## src/hdl/cordic_position_readout_params.svh

```systemverilog
// offsets, field positions, reset values and counts of the position readout
`ifndef CORDIC_POSITION_READOUT_PARAMS_SVH
`define CORDIC_POSITION_READOUT_PARAMS_SVH

`define OFS_POLARITY      8'h13
`define OFS_SINE_AMP      8'h14
`define OFS_COSINE_AMP    8'h15
`define OFS_QUARTER_ANGLE 8'h16
`define OFS_MAGNITUDE     8'h17
`define OFS_FULL_TURN     8'h18
`define OFS_POS_PRECAL    8'h19
`define OFS_POS_POSTCAL   8'h1A

`define AMP_WIDTH         13
`define CORDIC_STEPS      16
`define POL_BIT_COS       1
`define POL_BIT_SIN       0
`define ANGLE_NINETY      17'h08000
`define ANGLE_MAX         15'h7FFF
`define ANGLE_HALF_TURN   17'h10000
`define SLOPE_FRAC_BITS   15
`define RESET_WORD        16'h0000

`endif

```

## src/hdl/cordic_position_readout_pkg.sv

```systemverilog
// types shared by the position readout
package cordic_position_readout_pkg;

	typedef enum logic [1:0] {
		st_idle,
		st_iterate,
		st_expand,
		st_commit
	} engine_state_t;

	typedef enum logic [1:0] {
		keep_to_bit1,
		keep_to_bit5,
		keep_to_bit7
	} output_lsb_t;

endpackage

```

## src/hdl/cordic_position_readout.sv

```systemverilog
// cordic angle, magnitude, full-turn angle and position shadow words
`timescale 1ns/1ps
`include "cordic_position_readout_params.svh"

// Overview of operation
// RULE1 - cosine amplitude word reads zero in bits 15..13, amplitude in bits 12..0
// RULE2 - quarter angle is arctan(sine/cosine) from exactly sixteen cordic steps
// RULE3 - vectoring mode rotates by fixed angles driving the cosine-axis residual to zero
// RULE4 - quarter angle word: bit 15 zero, 0x0000 is 0 and 0x7FFF is 90 degrees
// RULE5 - magnitude is root of summed squares divided by gain constant 0.607
// RULE6 - magnitude word: bit 15 zero, fifteen-bit magnitude value
// RULE7 - polarity bits extend quarter angle to a 17-bit full-turn angle
// RULE8 - full-turn angle is read as its upper sixteen bits
// RULE9 - full-turn word is uncalibrated, 0x0000 to 0xFFFF over 360 degrees
// RULE10 - reader compares quarter angle bits 14..1 against the full-turn word
// RULE11 - first position word applies linearity correction before slope/offset calibration
// RULE12 - second position word applies calibration then linearity correction
// RULE13 - with correction mode 0 the second position equals the first
// RULE14 - protocol position truncated to bit 1, 5 or 7, optionally rounded
// RULE15 - result words are read-only and have no reset value
// RULE16 - two status bits carry cosine and sine phase polarity used for position
// RULE17 - sine amplitude word holds 13-bit amplitude low, upper bits zero
// RULE18 - all result words update together when the computation finishes; amplitude and polarity words update at sample take instead
module cordic_position_readout
	import cordic_position_readout_pkg::*;
#(
	parameter int AMP_W = `AMP_WIDTH,
	parameter int STEPS = `CORDIC_STEPS
) (
	input  wire logic              clk,
	input  wire logic              rst_n,
	input  wire logic              sample_valid,
	input  wire logic [AMP_W-1:0]  x_sin_amp,
	input  wire logic [AMP_W-1:0]  y_cos_amp,
	input  wire logic              x_sin_pol,
	input  wire logic              y_cos_pol,
	input  wire logic              corr_mode,
	input  wire logic [15:0]       cal_offset,
	input  wire logic [15:0]       cal_slope,
	input  wire logic [15:0]       lin_corr,
	input  wire output_lsb_t       out_lsb_sel,
	input  wire logic              out_round,
	input  wire logic              rd_en,
	input  wire logic [7:0]        rd_addr,
	output logic [15:0]            rd_data,
	output logic                   rd_valid,
	output logic                   busy,
	output logic                   result_done,
	output logic [15:0]            prot_position
);

	////////////////////////////////////////////////////////////////////////////
	// arctangent step table, units of 90 degrees / 32768

	function automatic logic [16:0] atan_step(input logic [3:0] i);
		case (i)
			4'h0:    atan_step = 17'h04000;
			4'h1:    atan_step = 17'h025C8;
			4'h2:    atan_step = 17'h013F6;
			4'h3:    atan_step = 17'h00A22;
			4'h4:    atan_step = 17'h00516;
			4'h5:    atan_step = 17'h0028C;
			4'h6:    atan_step = 17'h00146;
			4'h7:    atan_step = 17'h000A3;
			4'h8:    atan_step = 17'h00051;
			4'h9:    atan_step = 17'h00029;
			4'hA:    atan_step = 17'h00014;
			4'hB:    atan_step = 17'h0000A;
			4'hC:    atan_step = 17'h00005;
			4'hD:    atan_step = 17'h00003;
			4'hE:    atan_step = 17'h00001;
			default: atan_step = 17'h00001;
		endcase
	endfunction

	////////////////////////////////////////////////////////////////////////////
	// engine state

	// guard bits below the amplitude keep shift truncation from eating the angle
	localparam int GUARD = 8;
	localparam int ACC_W = AMP_W + GUARD + 3;

	engine_state_t            state;
	engine_state_t            next_state;
	logic signed [ACC_W-1:0]  x_acc;
	logic signed [ACC_W-1:0]  next_x_acc;
	logic signed [ACC_W-1:0]  y_acc;
	logic signed [ACC_W-1:0]  next_y_acc;
	logic signed [ACC_W-1:0]  mag_full;
	logic [16:0]        z_acc;
	logic [16:0]        next_z_acc;
	logic [3:0]         step;
	logic [3:0]         next_step;
	logic               sin_pos;
	logic               next_sin_pos;
	logic               cos_pos;
	logic               next_cos_pos;
	logic [16:0]        spa_work;
	logic [16:0]        next_spa_work;
	logic [14:0]        angle_work;
	logic [14:0]        next_angle_work;
	logic               done_q;
	logic               next_done_q;
	logic [16:0]        quarter17;

	// shadow words, deliberately without reset value
	logic [AMP_W-1:0]   sin_amp_q;
	logic [AMP_W-1:0]   cos_amp_q;
	logic [1:0]         pol_q;
	logic [14:0]        angle_q;
	logic [14:0]        mag_q;
	logic [16:0]        spa_q;
	logic [15:0]        position_precal_corrected_q;
	logic [15:0]        position_postcal_corrected_q;
	logic [15:0]        next_position_precal_corrected;
	logic [15:0]        next_position_postcal_corrected;
	logic [15:0]        spa16;
	logic [15:0]        cal_diff;
	logic [31:0]        cal_prod;
	logic [15:0]        cal_pos;

	// one vectoring step per clock; x carries the sine and y the cosine, so the
	// cosine residual is what gets nulled and z collects arctan(cos/sin)
	always_comb begin
		next_state      = state;
		next_x_acc      = x_acc;
		next_y_acc      = y_acc;
		next_z_acc      = z_acc;
		next_step       = step;
		next_sin_pos    = sin_pos;
		next_cos_pos    = cos_pos;
		next_spa_work   = spa_work;
		next_angle_work = angle_work;
		next_done_q     = 1'b0;
		quarter17       = `ANGLE_NINETY - z_acc;
		case (state)
			st_idle: begin
				if (sample_valid) begin
					next_x_acc   = {3'b000, x_sin_amp, {GUARD{1'b0}}};
					next_y_acc   = {3'b000, y_cos_amp, {GUARD{1'b0}}};
					next_z_acc   = '0;
					next_step    = '0;
					next_sin_pos = x_sin_pol; // RULE16
					next_cos_pos = y_cos_pol; // RULE16
					next_state   = st_iterate;
				end
			end
			st_iterate: begin
				if (y_acc > 0) begin // RULE3
					next_x_acc = x_acc + (y_acc >>> step);
					next_y_acc = y_acc - (x_acc >>> step);
					next_z_acc = z_acc + atan_step(step);
				end else begin
					next_x_acc = x_acc - (y_acc >>> step);
					next_y_acc = y_acc + (x_acc >>> step);
					next_z_acc = z_acc - atan_step(step);
				end
				next_step = step + 4'd1;
				if (32'(step) == STEPS - 1) begin // RULE2
					next_state = st_expand;
				end
			end
			st_expand: begin
				// 90 degrees minus the complement; a negative complement clamps to
				// 0x7FFF, one past 90 degrees clamps to 0 instead of wrapping high
				if (z_acc[16] || z_acc == '0) begin // RULE4
					next_angle_work = `ANGLE_MAX;
				end else if (z_acc > `ANGLE_NINETY) begin
					next_angle_work = '0;
				end else begin
					next_angle_work = quarter17[14:0];
				end
				next_state = st_commit;
			end
			st_commit: begin
				next_done_q = 1'b1;
				next_state  = st_idle;
			end
			default: begin
				next_state = st_idle;
			end
		endcase
		// quadrant from the two polarities, 17-bit turn wraps at 360 degrees
		case ({cos_pos, sin_pos}) // RULE7
			2'b11:   next_spa_work = (state == st_expand) ? 17'(next_angle_work) : spa_work;
			2'b01:   next_spa_work = (state == st_expand) ?
				`ANGLE_HALF_TURN - 17'(next_angle_work) : spa_work;
			2'b00:   next_spa_work = (state == st_expand) ?
				`ANGLE_HALF_TURN + 17'(next_angle_work) : spa_work;
			default: next_spa_work = (state == st_expand) ?
				17'h00000 - 17'(next_angle_work) : spa_work;
		endcase
	end

	always_ff @(posedge clk) begin
		if (!rst_n) begin
			state      <= st_idle;
			x_acc      <= '0;
			y_acc      <= '0;
			z_acc      <= '0;
			step       <= '0;
			sin_pos    <= 1'b0;
			cos_pos    <= 1'b0;
			spa_work   <= '0;
			angle_work <= '0;
			done_q     <= 1'b0;
		end else begin
			state      <= next_state;
			x_acc      <= next_x_acc;
			y_acc      <= next_y_acc;
			z_acc      <= next_z_acc;
			step       <= next_step;
			sin_pos    <= next_sin_pos;
			cos_pos    <= next_cos_pos;
			spa_work   <= next_spa_work;
			angle_work <= next_angle_work;
			done_q     <= next_done_q;
		end
	end

	////////////////////////////////////////////////////////////////////////////
	// position words from the full-turn angle

	// the slope product is Q1.15; offset subtraction wraps modulo one turn
	always_comb begin
		// trim the cordic gain (about 1.6468) up to 1/0.607 with a few shifted adds
		mag_full = x_acc + (x_acc >>> 12) + (x_acc >>> 13) + (x_acc >>> 15) + (x_acc >>> 16);
		spa16    = spa_work[16:1]; // RULE8
		cal_diff = spa16 - cal_offset;
		cal_prod = cal_diff * cal_slope;
		cal_pos  = cal_prod[`SLOPE_FRAC_BITS+15:`SLOPE_FRAC_BITS];
		next_position_precal_corrected = spa16 + lin_corr; // RULE11
		if (corr_mode) begin
			next_position_postcal_corrected = cal_pos + lin_corr; // RULE12
		end else begin
			next_position_postcal_corrected = next_position_precal_corrected; // RULE13
		end
	end

	// angle, magnitude, full-turn and position words move in the commit cycle; amplitude and polarity words move at sample take
	always_ff @(posedge clk) begin
		if (state == st_idle && sample_valid) begin
			sin_amp_q <= x_sin_amp; // RULE17
			cos_amp_q <= y_cos_amp; // RULE1
			pol_q     <= {y_cos_pol, x_sin_pol}; // RULE16
		end
		if (state == st_commit) begin // RULE18
			angle_q <= angle_work;
			mag_q   <= mag_full[GUARD+14:GUARD]; // RULE5
			spa_q   <= spa_work; // RULE9
			position_precal_corrected_q  <= next_position_precal_corrected;
			position_postcal_corrected_q  <= next_position_postcal_corrected;
		end
	end

	////////////////////////////////////////////////////////////////////////////
	// read port; angle, magnitude, full-turn and position words have no reset value until the first commit

	logic [15:0] next_rd_data;
	logic        next_rd_valid;

	always_comb begin
		next_rd_valid = rd_en;
		next_rd_data  = rd_data;
		if (rd_en) begin
			case (rd_addr) // RULE15
				`OFS_POLARITY:      next_rd_data = {14'h0000, pol_q};
				`OFS_SINE_AMP:      next_rd_data = 16'(sin_amp_q); // RULE17
				`OFS_COSINE_AMP:    next_rd_data = 16'(cos_amp_q); // RULE1
				`OFS_QUARTER_ANGLE: next_rd_data = {1'b0, angle_q}; // RULE4
				`OFS_MAGNITUDE:     next_rd_data = {1'b0, mag_q}; // RULE6
				`OFS_FULL_TURN:     next_rd_data = spa_q[16:1]; // RULE8
				`OFS_POS_PRECAL:    next_rd_data = position_precal_corrected_q;
				`OFS_POS_POSTCAL:   next_rd_data = position_postcal_corrected_q;
				default:            next_rd_data = `RESET_WORD;
			endcase
		end
	end

	always_ff @(posedge clk) begin
		if (!rst_n) begin
			rd_data  <= `RESET_WORD;
			rd_valid <= 1'b0;
		end else begin
			rd_data  <= next_rd_data;
			rd_valid <= next_rd_valid;
		end
	end

	////////////////////////////////////////////////////////////////////////////
	// protocol position: keep bits 15 down to 1, 5 or 7, right aligned

	logic [15:0] next_prot;
	logic [16:0] rounded;
	logic [3:0]  keep_lsb;
	logic        next_busy;

	// rounding saturates at full scale rather than wrapping back to zero
	always_comb begin
		case (out_lsb_sel) // RULE14
			keep_to_bit1: keep_lsb = 4'd1;
			keep_to_bit5: keep_lsb = 4'd5;
			keep_to_bit7: keep_lsb = 4'd7;
			default:      keep_lsb = 4'd1;
		endcase
		rounded = 17'(position_postcal_corrected_q >> keep_lsb);
		if (out_round) begin
			rounded = rounded + 17'(position_postcal_corrected_q[keep_lsb-4'd1]);
		end
		if (rounded > 17'(16'hFFFF >> keep_lsb)) begin
			next_prot = 16'hFFFF >> keep_lsb;
		end else begin
			next_prot = rounded[15:0];
		end
		next_busy = (next_state != st_idle);
	end

	always_ff @(posedge clk) begin
		if (!rst_n) begin
			prot_position <= `RESET_WORD;
			busy          <= 1'b0;
			result_done   <= 1'b0;
		end else begin
			prot_position <= next_prot;
			busy          <= next_busy;
			result_done   <= done_q;
		end
	end

endmodule

```

## config.mk

```make
export PLATFORM = sky130hd
export DESIGN_NAME = cordic_position_readout
export DESIGN_NICKNAME = d
export VERILOG_FILES = /design/src/hdl/cordic_position_readout_pkg.sv /design/src/hdl/cordic_position_readout.sv
export VERILOG_INCLUDE_DIRS = /design/src /design/src/hdl
export SDC_FILE = /design/constraint.sdc
export NUM_CORES = 2
export LEC_CHECK = 0
export BUFFER_PORTS_ARGS = -buffer_cell sky130_fd_sc_hd__buf_2
export CAP_MARGIN = 20
export CORE_MARGIN = 2
export CORE_UTILIZATION = 30
export DETAILED_ROUTE_END_ITERATION = 16
export GPL_ROUTABILITY_DRIVEN = 1
export HOLD_SLACK_MARGIN = 0.03
export MAX_ROUTING_LAYER = met4
export PLACE_DENSITY = 0.51
export SLEW_MARGIN = 5
export SYNTH_ARGS = -nofsm -noshare
export SYNTH_HDL_FRONTEND = slang
export SYNTH_SLANG_ARGS = --single-unit
```

## constraint.sdc

```tcl
create_clock -name clk -period 15.65 [get_ports clk]
set_clock_uncertainty 0.05 [all_clocks]
set_input_delay 3.13 -clock clk [delete_from_list [all_inputs] [get_ports clk]]
set_output_delay 3.13 -clock clk [all_outputs]
set_load 0.02 [all_outputs]
```

## After elaboration in Yosys (flattened, before gate mapping)

Memories as Yosys holds them, arrays and structs flattened. A register that Yosys moved wholly into a read port is not among the register bits.
Cells that the tools add are included.

- Word-level logic and storage cells: 119
- Register bits: 248
- Memories: 2
- Memory bits (read-only): 480

- Reduce and logical (&&, ||, !) cells: 9
- $mul: 1
- Multiplexer cells: 38
- Add/sub/neg operators: 20
- Magnitude comparators: 4
- Shift operators: 5
- Eq/ne operators: 17

Memory list:

| name | words | width | rd ports | clocked after memory_dff | wr ports | line | text |
|---|---|---|---|---|---|---|---|
| (no name shown) | 16 | 15 | 1 | 1 | 0 | cordic_position_readout.sv:56 | `case (i)` |
| (no name shown) | 16 | 15 | 1 | 1 | 0 | cordic_position_readout.sv:56 |  |

Operators with widths:

| kind | count |
|---|---|
| $mux 17 | 11 |
| $pmux 16 s8 | 1 |
| $mux 24 | 4 |
| $pmux 24 s2 | 2 |
| $eq 8x5->1 const B | 8 |
| $pmux 17 s3 | 1 |
| $add 24x24->24 | 2 |
| $sshr 24x4->24 | 2 |
| $sub 24x24->24 | 2 |
| $mux 15 | 3 |
| $pmux 17 s2 | 1 |
| $add 16x16->16 | 2 |
| $mux 16 | 2 |
| $mul 16x16->31 | 1 |
| $gt 24x1->1 const B | 1 |
| $add 23x11->23 | 1 |
| $add 23x12->23 | 1 |
| $add 23x8->23 | 1 |
| $add 23x9->23 | 1 |
| $mux 4 | 5 |
| $add 17x1->17 | 1 |
| $add 17x15->17 const A | 1 |
| $add 17x17->17 | 1 |
| $gt 17x16->1 const B | 1 |
| 28 further kinds | 38 |

## Logic depth before layout (Yosys ltp)

- Depth in word-level cells: 9
- Depth in mapped cells: 45
- Mapped depth without buffers: 44

## Least setup slack after synthesis

OpenSTA, ideal clock, no wires.

- Path kind: input -> register
- Start point: in cal_offset[0]
- End point: reg position_postcal_corrected_q[14], data pin
- Path slack: 3,045 ps
- Buffers on the path: 1
- Arrival time: 12,285 ps
- Data required time: 15,330 ps
- Stages on the path: 42
- Cells stage by stage: ha_1 -> fa_1 -> nor2b_1 -> o21ai_0 -> a21boi_0 -> o21ai_0 -> a21boi_0 -> o21ai_0 -> nor2b_1 -> xnor2_1 -> clkbuf_1 -> nand2_1 -> fa_1 -> fa_1 -> inv_1 -> fa_1 -> ha_1 -> fa_1 -> [6 not listed] -> o221ai_1 -> nand2b_1 -> a21o_1 -> a21o_1 -> a21oi_1 -> xnor2_1 -> ha_1 -> fa_1 -> a21oi_1 -> o21bai_1 -> a21o_1 -> a21o_1 -> a21o_1 -> a311oi_1 -> o21ai_0 -> a21oi_1 -> and3b_1 -> or3b_2

- Cells in the longest elaborated chain, start to end: 4

RTL lines:

| what | line | text |
|---|---|---|
| from (decl) | cordic_position_readout.sv:38 | `input wire logic [15:0] cal_offset,` |
| $sub 16x16->16 | cordic_position_readout.sv:229 | `cal_diff = spa16 - cal_offset;` |
| $mul 16x16->31 | cordic_position_readout.sv:230 | `cal_prod = cal_diff * cal_slope;` |
| $add 16x16->16 | cordic_position_readout.sv:234 | `next_position_postcal_corrected = cal_pos + lin_corr;` |
| $mux 16 | cordic_position_readout.sv:233 | `if (corr_mode) begin` |
| named net next_position_postcal_corrected[14] | cordic_position_readout.sv:116 | `logic [15:0] next_position_postcal_corrected;` |
| to (signal assigned) | cordic_position_readout.sv:252 | `position_postcal_corrected_q <= next_position_postcal_corrected;` |
| to (decl) | cordic_position_readout.sv:114 | `logic [15:0] position_postcal_corrected_q;` |

The timed path passes the listed nets, and every way through them passes these cells.
A chain may end at the register's enable or synchronous reset.

## Worst setup path after layout

- Start point: in cal_offset[0]
- End point: reg position_postcal_corrected_q[15], data pin

Same word-level chain as after synthesis.

==> results.yml <==
routing:
  drtIter0Drc: 1681
  drtPass1Iterations: 6
  vias: 24100
  routed_via_density: 5.14
  wirelength_mm: 91.3
  avgRoutedWirePerCell_um: 19.5
  drc_errors: 0
  final_antenna_net_count: 0
setup_path:
  cp_slowest_stage_delay_ps: 540
  crit_path_start_kind: "input port"
  cp.required_ps: 16020
  cp_common_cell: "fa_1"
  critPathSlowestCell: "fa_1"
  worst_r2r_path_depth: 42
  critical_path_arrival_ps: 13390
  cp_max_fo: 16
  path_class: "input port to flop"
  critPathCaptureType: "flop"
clock_network:
  clock_latency_ps: 590
  cts_setup_buffers: 0
  clkTransAtPathRegs_ps: 60
  post_cts_resized: 0
  htree_levels: 2
  cts_hold_buf: 0
  cts_tree: "yes"
  clk_path_buf_depth: 3
  numCtsBuffers: 35
  cts.sinks: 261
  cts.root.buffer_cell: "clkbuf_16"
worst_hold_path:
  hp-class: "flop to flop"
  holdPathStages: 0
timing:
  tns_ps: 0
  worst_pin_slew_ps: 994
  finalHoldViolCount: 0
  grt_setup_unrepaired: "no"
  slew-limit-headroom_pct: 33.7
  slew_viol_final: 0
  timing.final.crit_share_pct: 83.2
  clock.fmax_mhz: 76.8
  finalSetupViolCount: 0
  finalCriticalPeriod_ps: 13020
layout:
  nNetsFinal: 3973
  areaGrowthSynthToFinish_pct: 10.5
  final_common_cell: "nand2_1"
  fill_cells: 10300
  layout_common_cells: "354 x nand2_1, 318 x inv_1, 284 x ha_1"
  drive_gt1_share_pct: 10.0
synth:
  synth_area_um2: 29800
  ys_seq_elements: 261
  synth_edf_count: 106
  syn_nets: 3926
  synth-seq-area-share_pct: 21.1
  avgSynthCellArea_um2: 8.94
  synthCells: 3327
  synth_top_flop_cell: "dfxtp_1"
  ys_async_sr_fraction_pct: 0
  ys_types: 98
  yosysWarnings: 0
placed_design:
  routabilityCongestion: 0.868
  post-dp-hpwl_mm: 72.5
  io_buffer_count: 126
status:
  outcome: "completed"
floorplan:
  start_util_pct: 30.2
  die_y_um: 319
  fp.dieArea_um2: 102000
  row_count: 115
  die_w_um: 319
  io_pins: 127
  core-area_um2: 98400
run:
  maxCapViolCount: 0
grt:
  grt_pass1_vias: 24000
  track_usage_pct: 18.4
  antenna_found_initial: 13
  grt_pass1_wl_mm: 143
  grt_max_degree: 69
  use_met2_pct: 31.7
  gr-total-overflow: 0
  grt.busiest_layer: "met2"
  use_met1_pct: 23.5
  grt.met3_usage_pct: 2.14
## sequential cells by signal, indices dropped and copies added, names as in the netlist, 16 cells and up, named ones only
| name | count |
|---|---|
| position_postcal_corrected_q | 16 |
| position_precal_corrected_q | 16 |
| prot_position | 16 |
| rd_data | 16 |
| spa_q | 16 |
| spa_work | 16 |
| x_acc | 24 |
| y_acc | 24 |
| z_acc | 17 |
## layer usage
| layer | share of wire (%) | vias to the layer above |
|---|---|---|
| met5 | 0 | - |
| met4 | 1.7 | 0 |
| met3 | 4.3 | 84 |
| met2 | 49 | 541 |
| met1 | 45 | 11800 |
| li1 | - | 11700 |
## critical path: cells and delay by family
| family | cells | cell delay, ps |
|---|---|---|
| xor gates and xnor gates | 4 | 840 |
| AOI/OAI and AO/OA | 17 | 3770 |
| adders and majority gates | 10 | 4260 |
| and+or+nand+nor | 6 | 870 |
| buffers and inverters | 5 | 500 |
## layout make-up
type	instances	area (um2)	area share [%]
multi-input cells	2594	21700	65.9
flip-flops and latches	261	6290	19.1
well taps	1287	1610	4.90
inverters	323	1210	3.70
clock buffers	40	905	2.75
repair buffers	159	878	2.67
clock inverters	24	297	0.902
diodes	5	12.5	0.0381
## cells in the mapped netlist, types with 8 or more instances
master / instances / area (um2)
a21oi_1: 175 / 876
nand3_1: 57 / 285
clkbuf_1: 116 / 435
o21bai_1: 15 / 113
ha_1: 284 / 3550
o211ai_1: 17 / 128
nand4_1: 12 / 75.1
o31ai_1: 22 / 165
or2_2: 10 / 62.6
a31oi_1: 21 / 131
a222oi_1: 24 / 240
a21boi_0: 10 / 75.1
and2_1: 112 / 701
a22oi_1: 22 / 165
mux2_2: 34 / 383
o21a_1: 21 / 158
o31a_1: 10 / 87.6
nor2b_1: 48 / 300
nor2_1: 259 / 972
nand2b_1: 33 / 206
dfxtp_1: 155 / 3100
a221oi_1: 13 / 114
buf_6: 8 / 90.1
mux2i_1: 92 / 921
nor3_1: 51 / 255
a211oi_1: 18 / 135
a21o_1: 45 / 338
and3_1: 18 / 113
buf_2: 8 / 40.0
or3_1: 15 / 93.8
fa_1: 223 / 4460
edfxtp_1: 106 / 3180
o21ai_0: 167 / 836
a41oi_1: 9 / 78.8
nand2_1: 354 / 1330
xor2_1: 69 / 604
xnor2_1: 132 / 1160
mux4_2: 42 / 946
buf_1: 14 / 52.6
nor3b_1: 8 / 60.1
inv_1: 318 / 1190
nor4_1: 15 / 93.8
## worst paths after layout
path	endpoint	slack, ps	from
max	position_postcal_corrected_q[15]$_DFFE_PP_	2630	cal_offset[0]
min	angle_q[7]$_DFFE_PP_	380	angle_work[7]$_SDFF_PN0_
max reg2reg	position_postcal_corrected_q[15]$_DFFE_PP_	4650	spa_work[1]$_SDFFE_PN0P_
min reg2reg	angle_q[7]$_DFFE_PP_	380	angle_work[7]$_SDFF_PN0_
## per-stage QoR
| step | setup slack (ps) | area [um2] | instances | util [%] | hold WS (ps) |
|---|---|---|---|---|---|
| 2_1_floorplan | 3050 | 29800 | 3327 | - | 358 |
| 3_3_place_gp | 2090 | 31700 | 4623 | 32.2 | 379 |
| 3_5_place_dp | 2100 | 31700 | 4623 | 32.2 | 366 |
| 4_1_cts | 2670 | 32900 | 4687 | 33.4 | 381 |
| 5_1_grt | 1930 | 32900 | 4693 | 33.4 | 400 |
| 6_report | 2630 | 32900 | 4693 | 33.4 | 383 |
## kinds of logic (layout without fill, tap and decap cells)
logic type	count (synthesis)	count (layout)	synth area share, %
simple gates	1033	1033	16.6
compound gates	671	671	14.7
fa+ha+maj	507	507	26.9
buf+inv	472	546	6.23
flops	261	261	21.1
xor+xnor	202	202	5.99
mux	180	180	8.41
other cells	1	6	0.0126
Power is not shown: default switching activity piles up to over one toggle a cycle in this logic, so the estimate is an artifact.
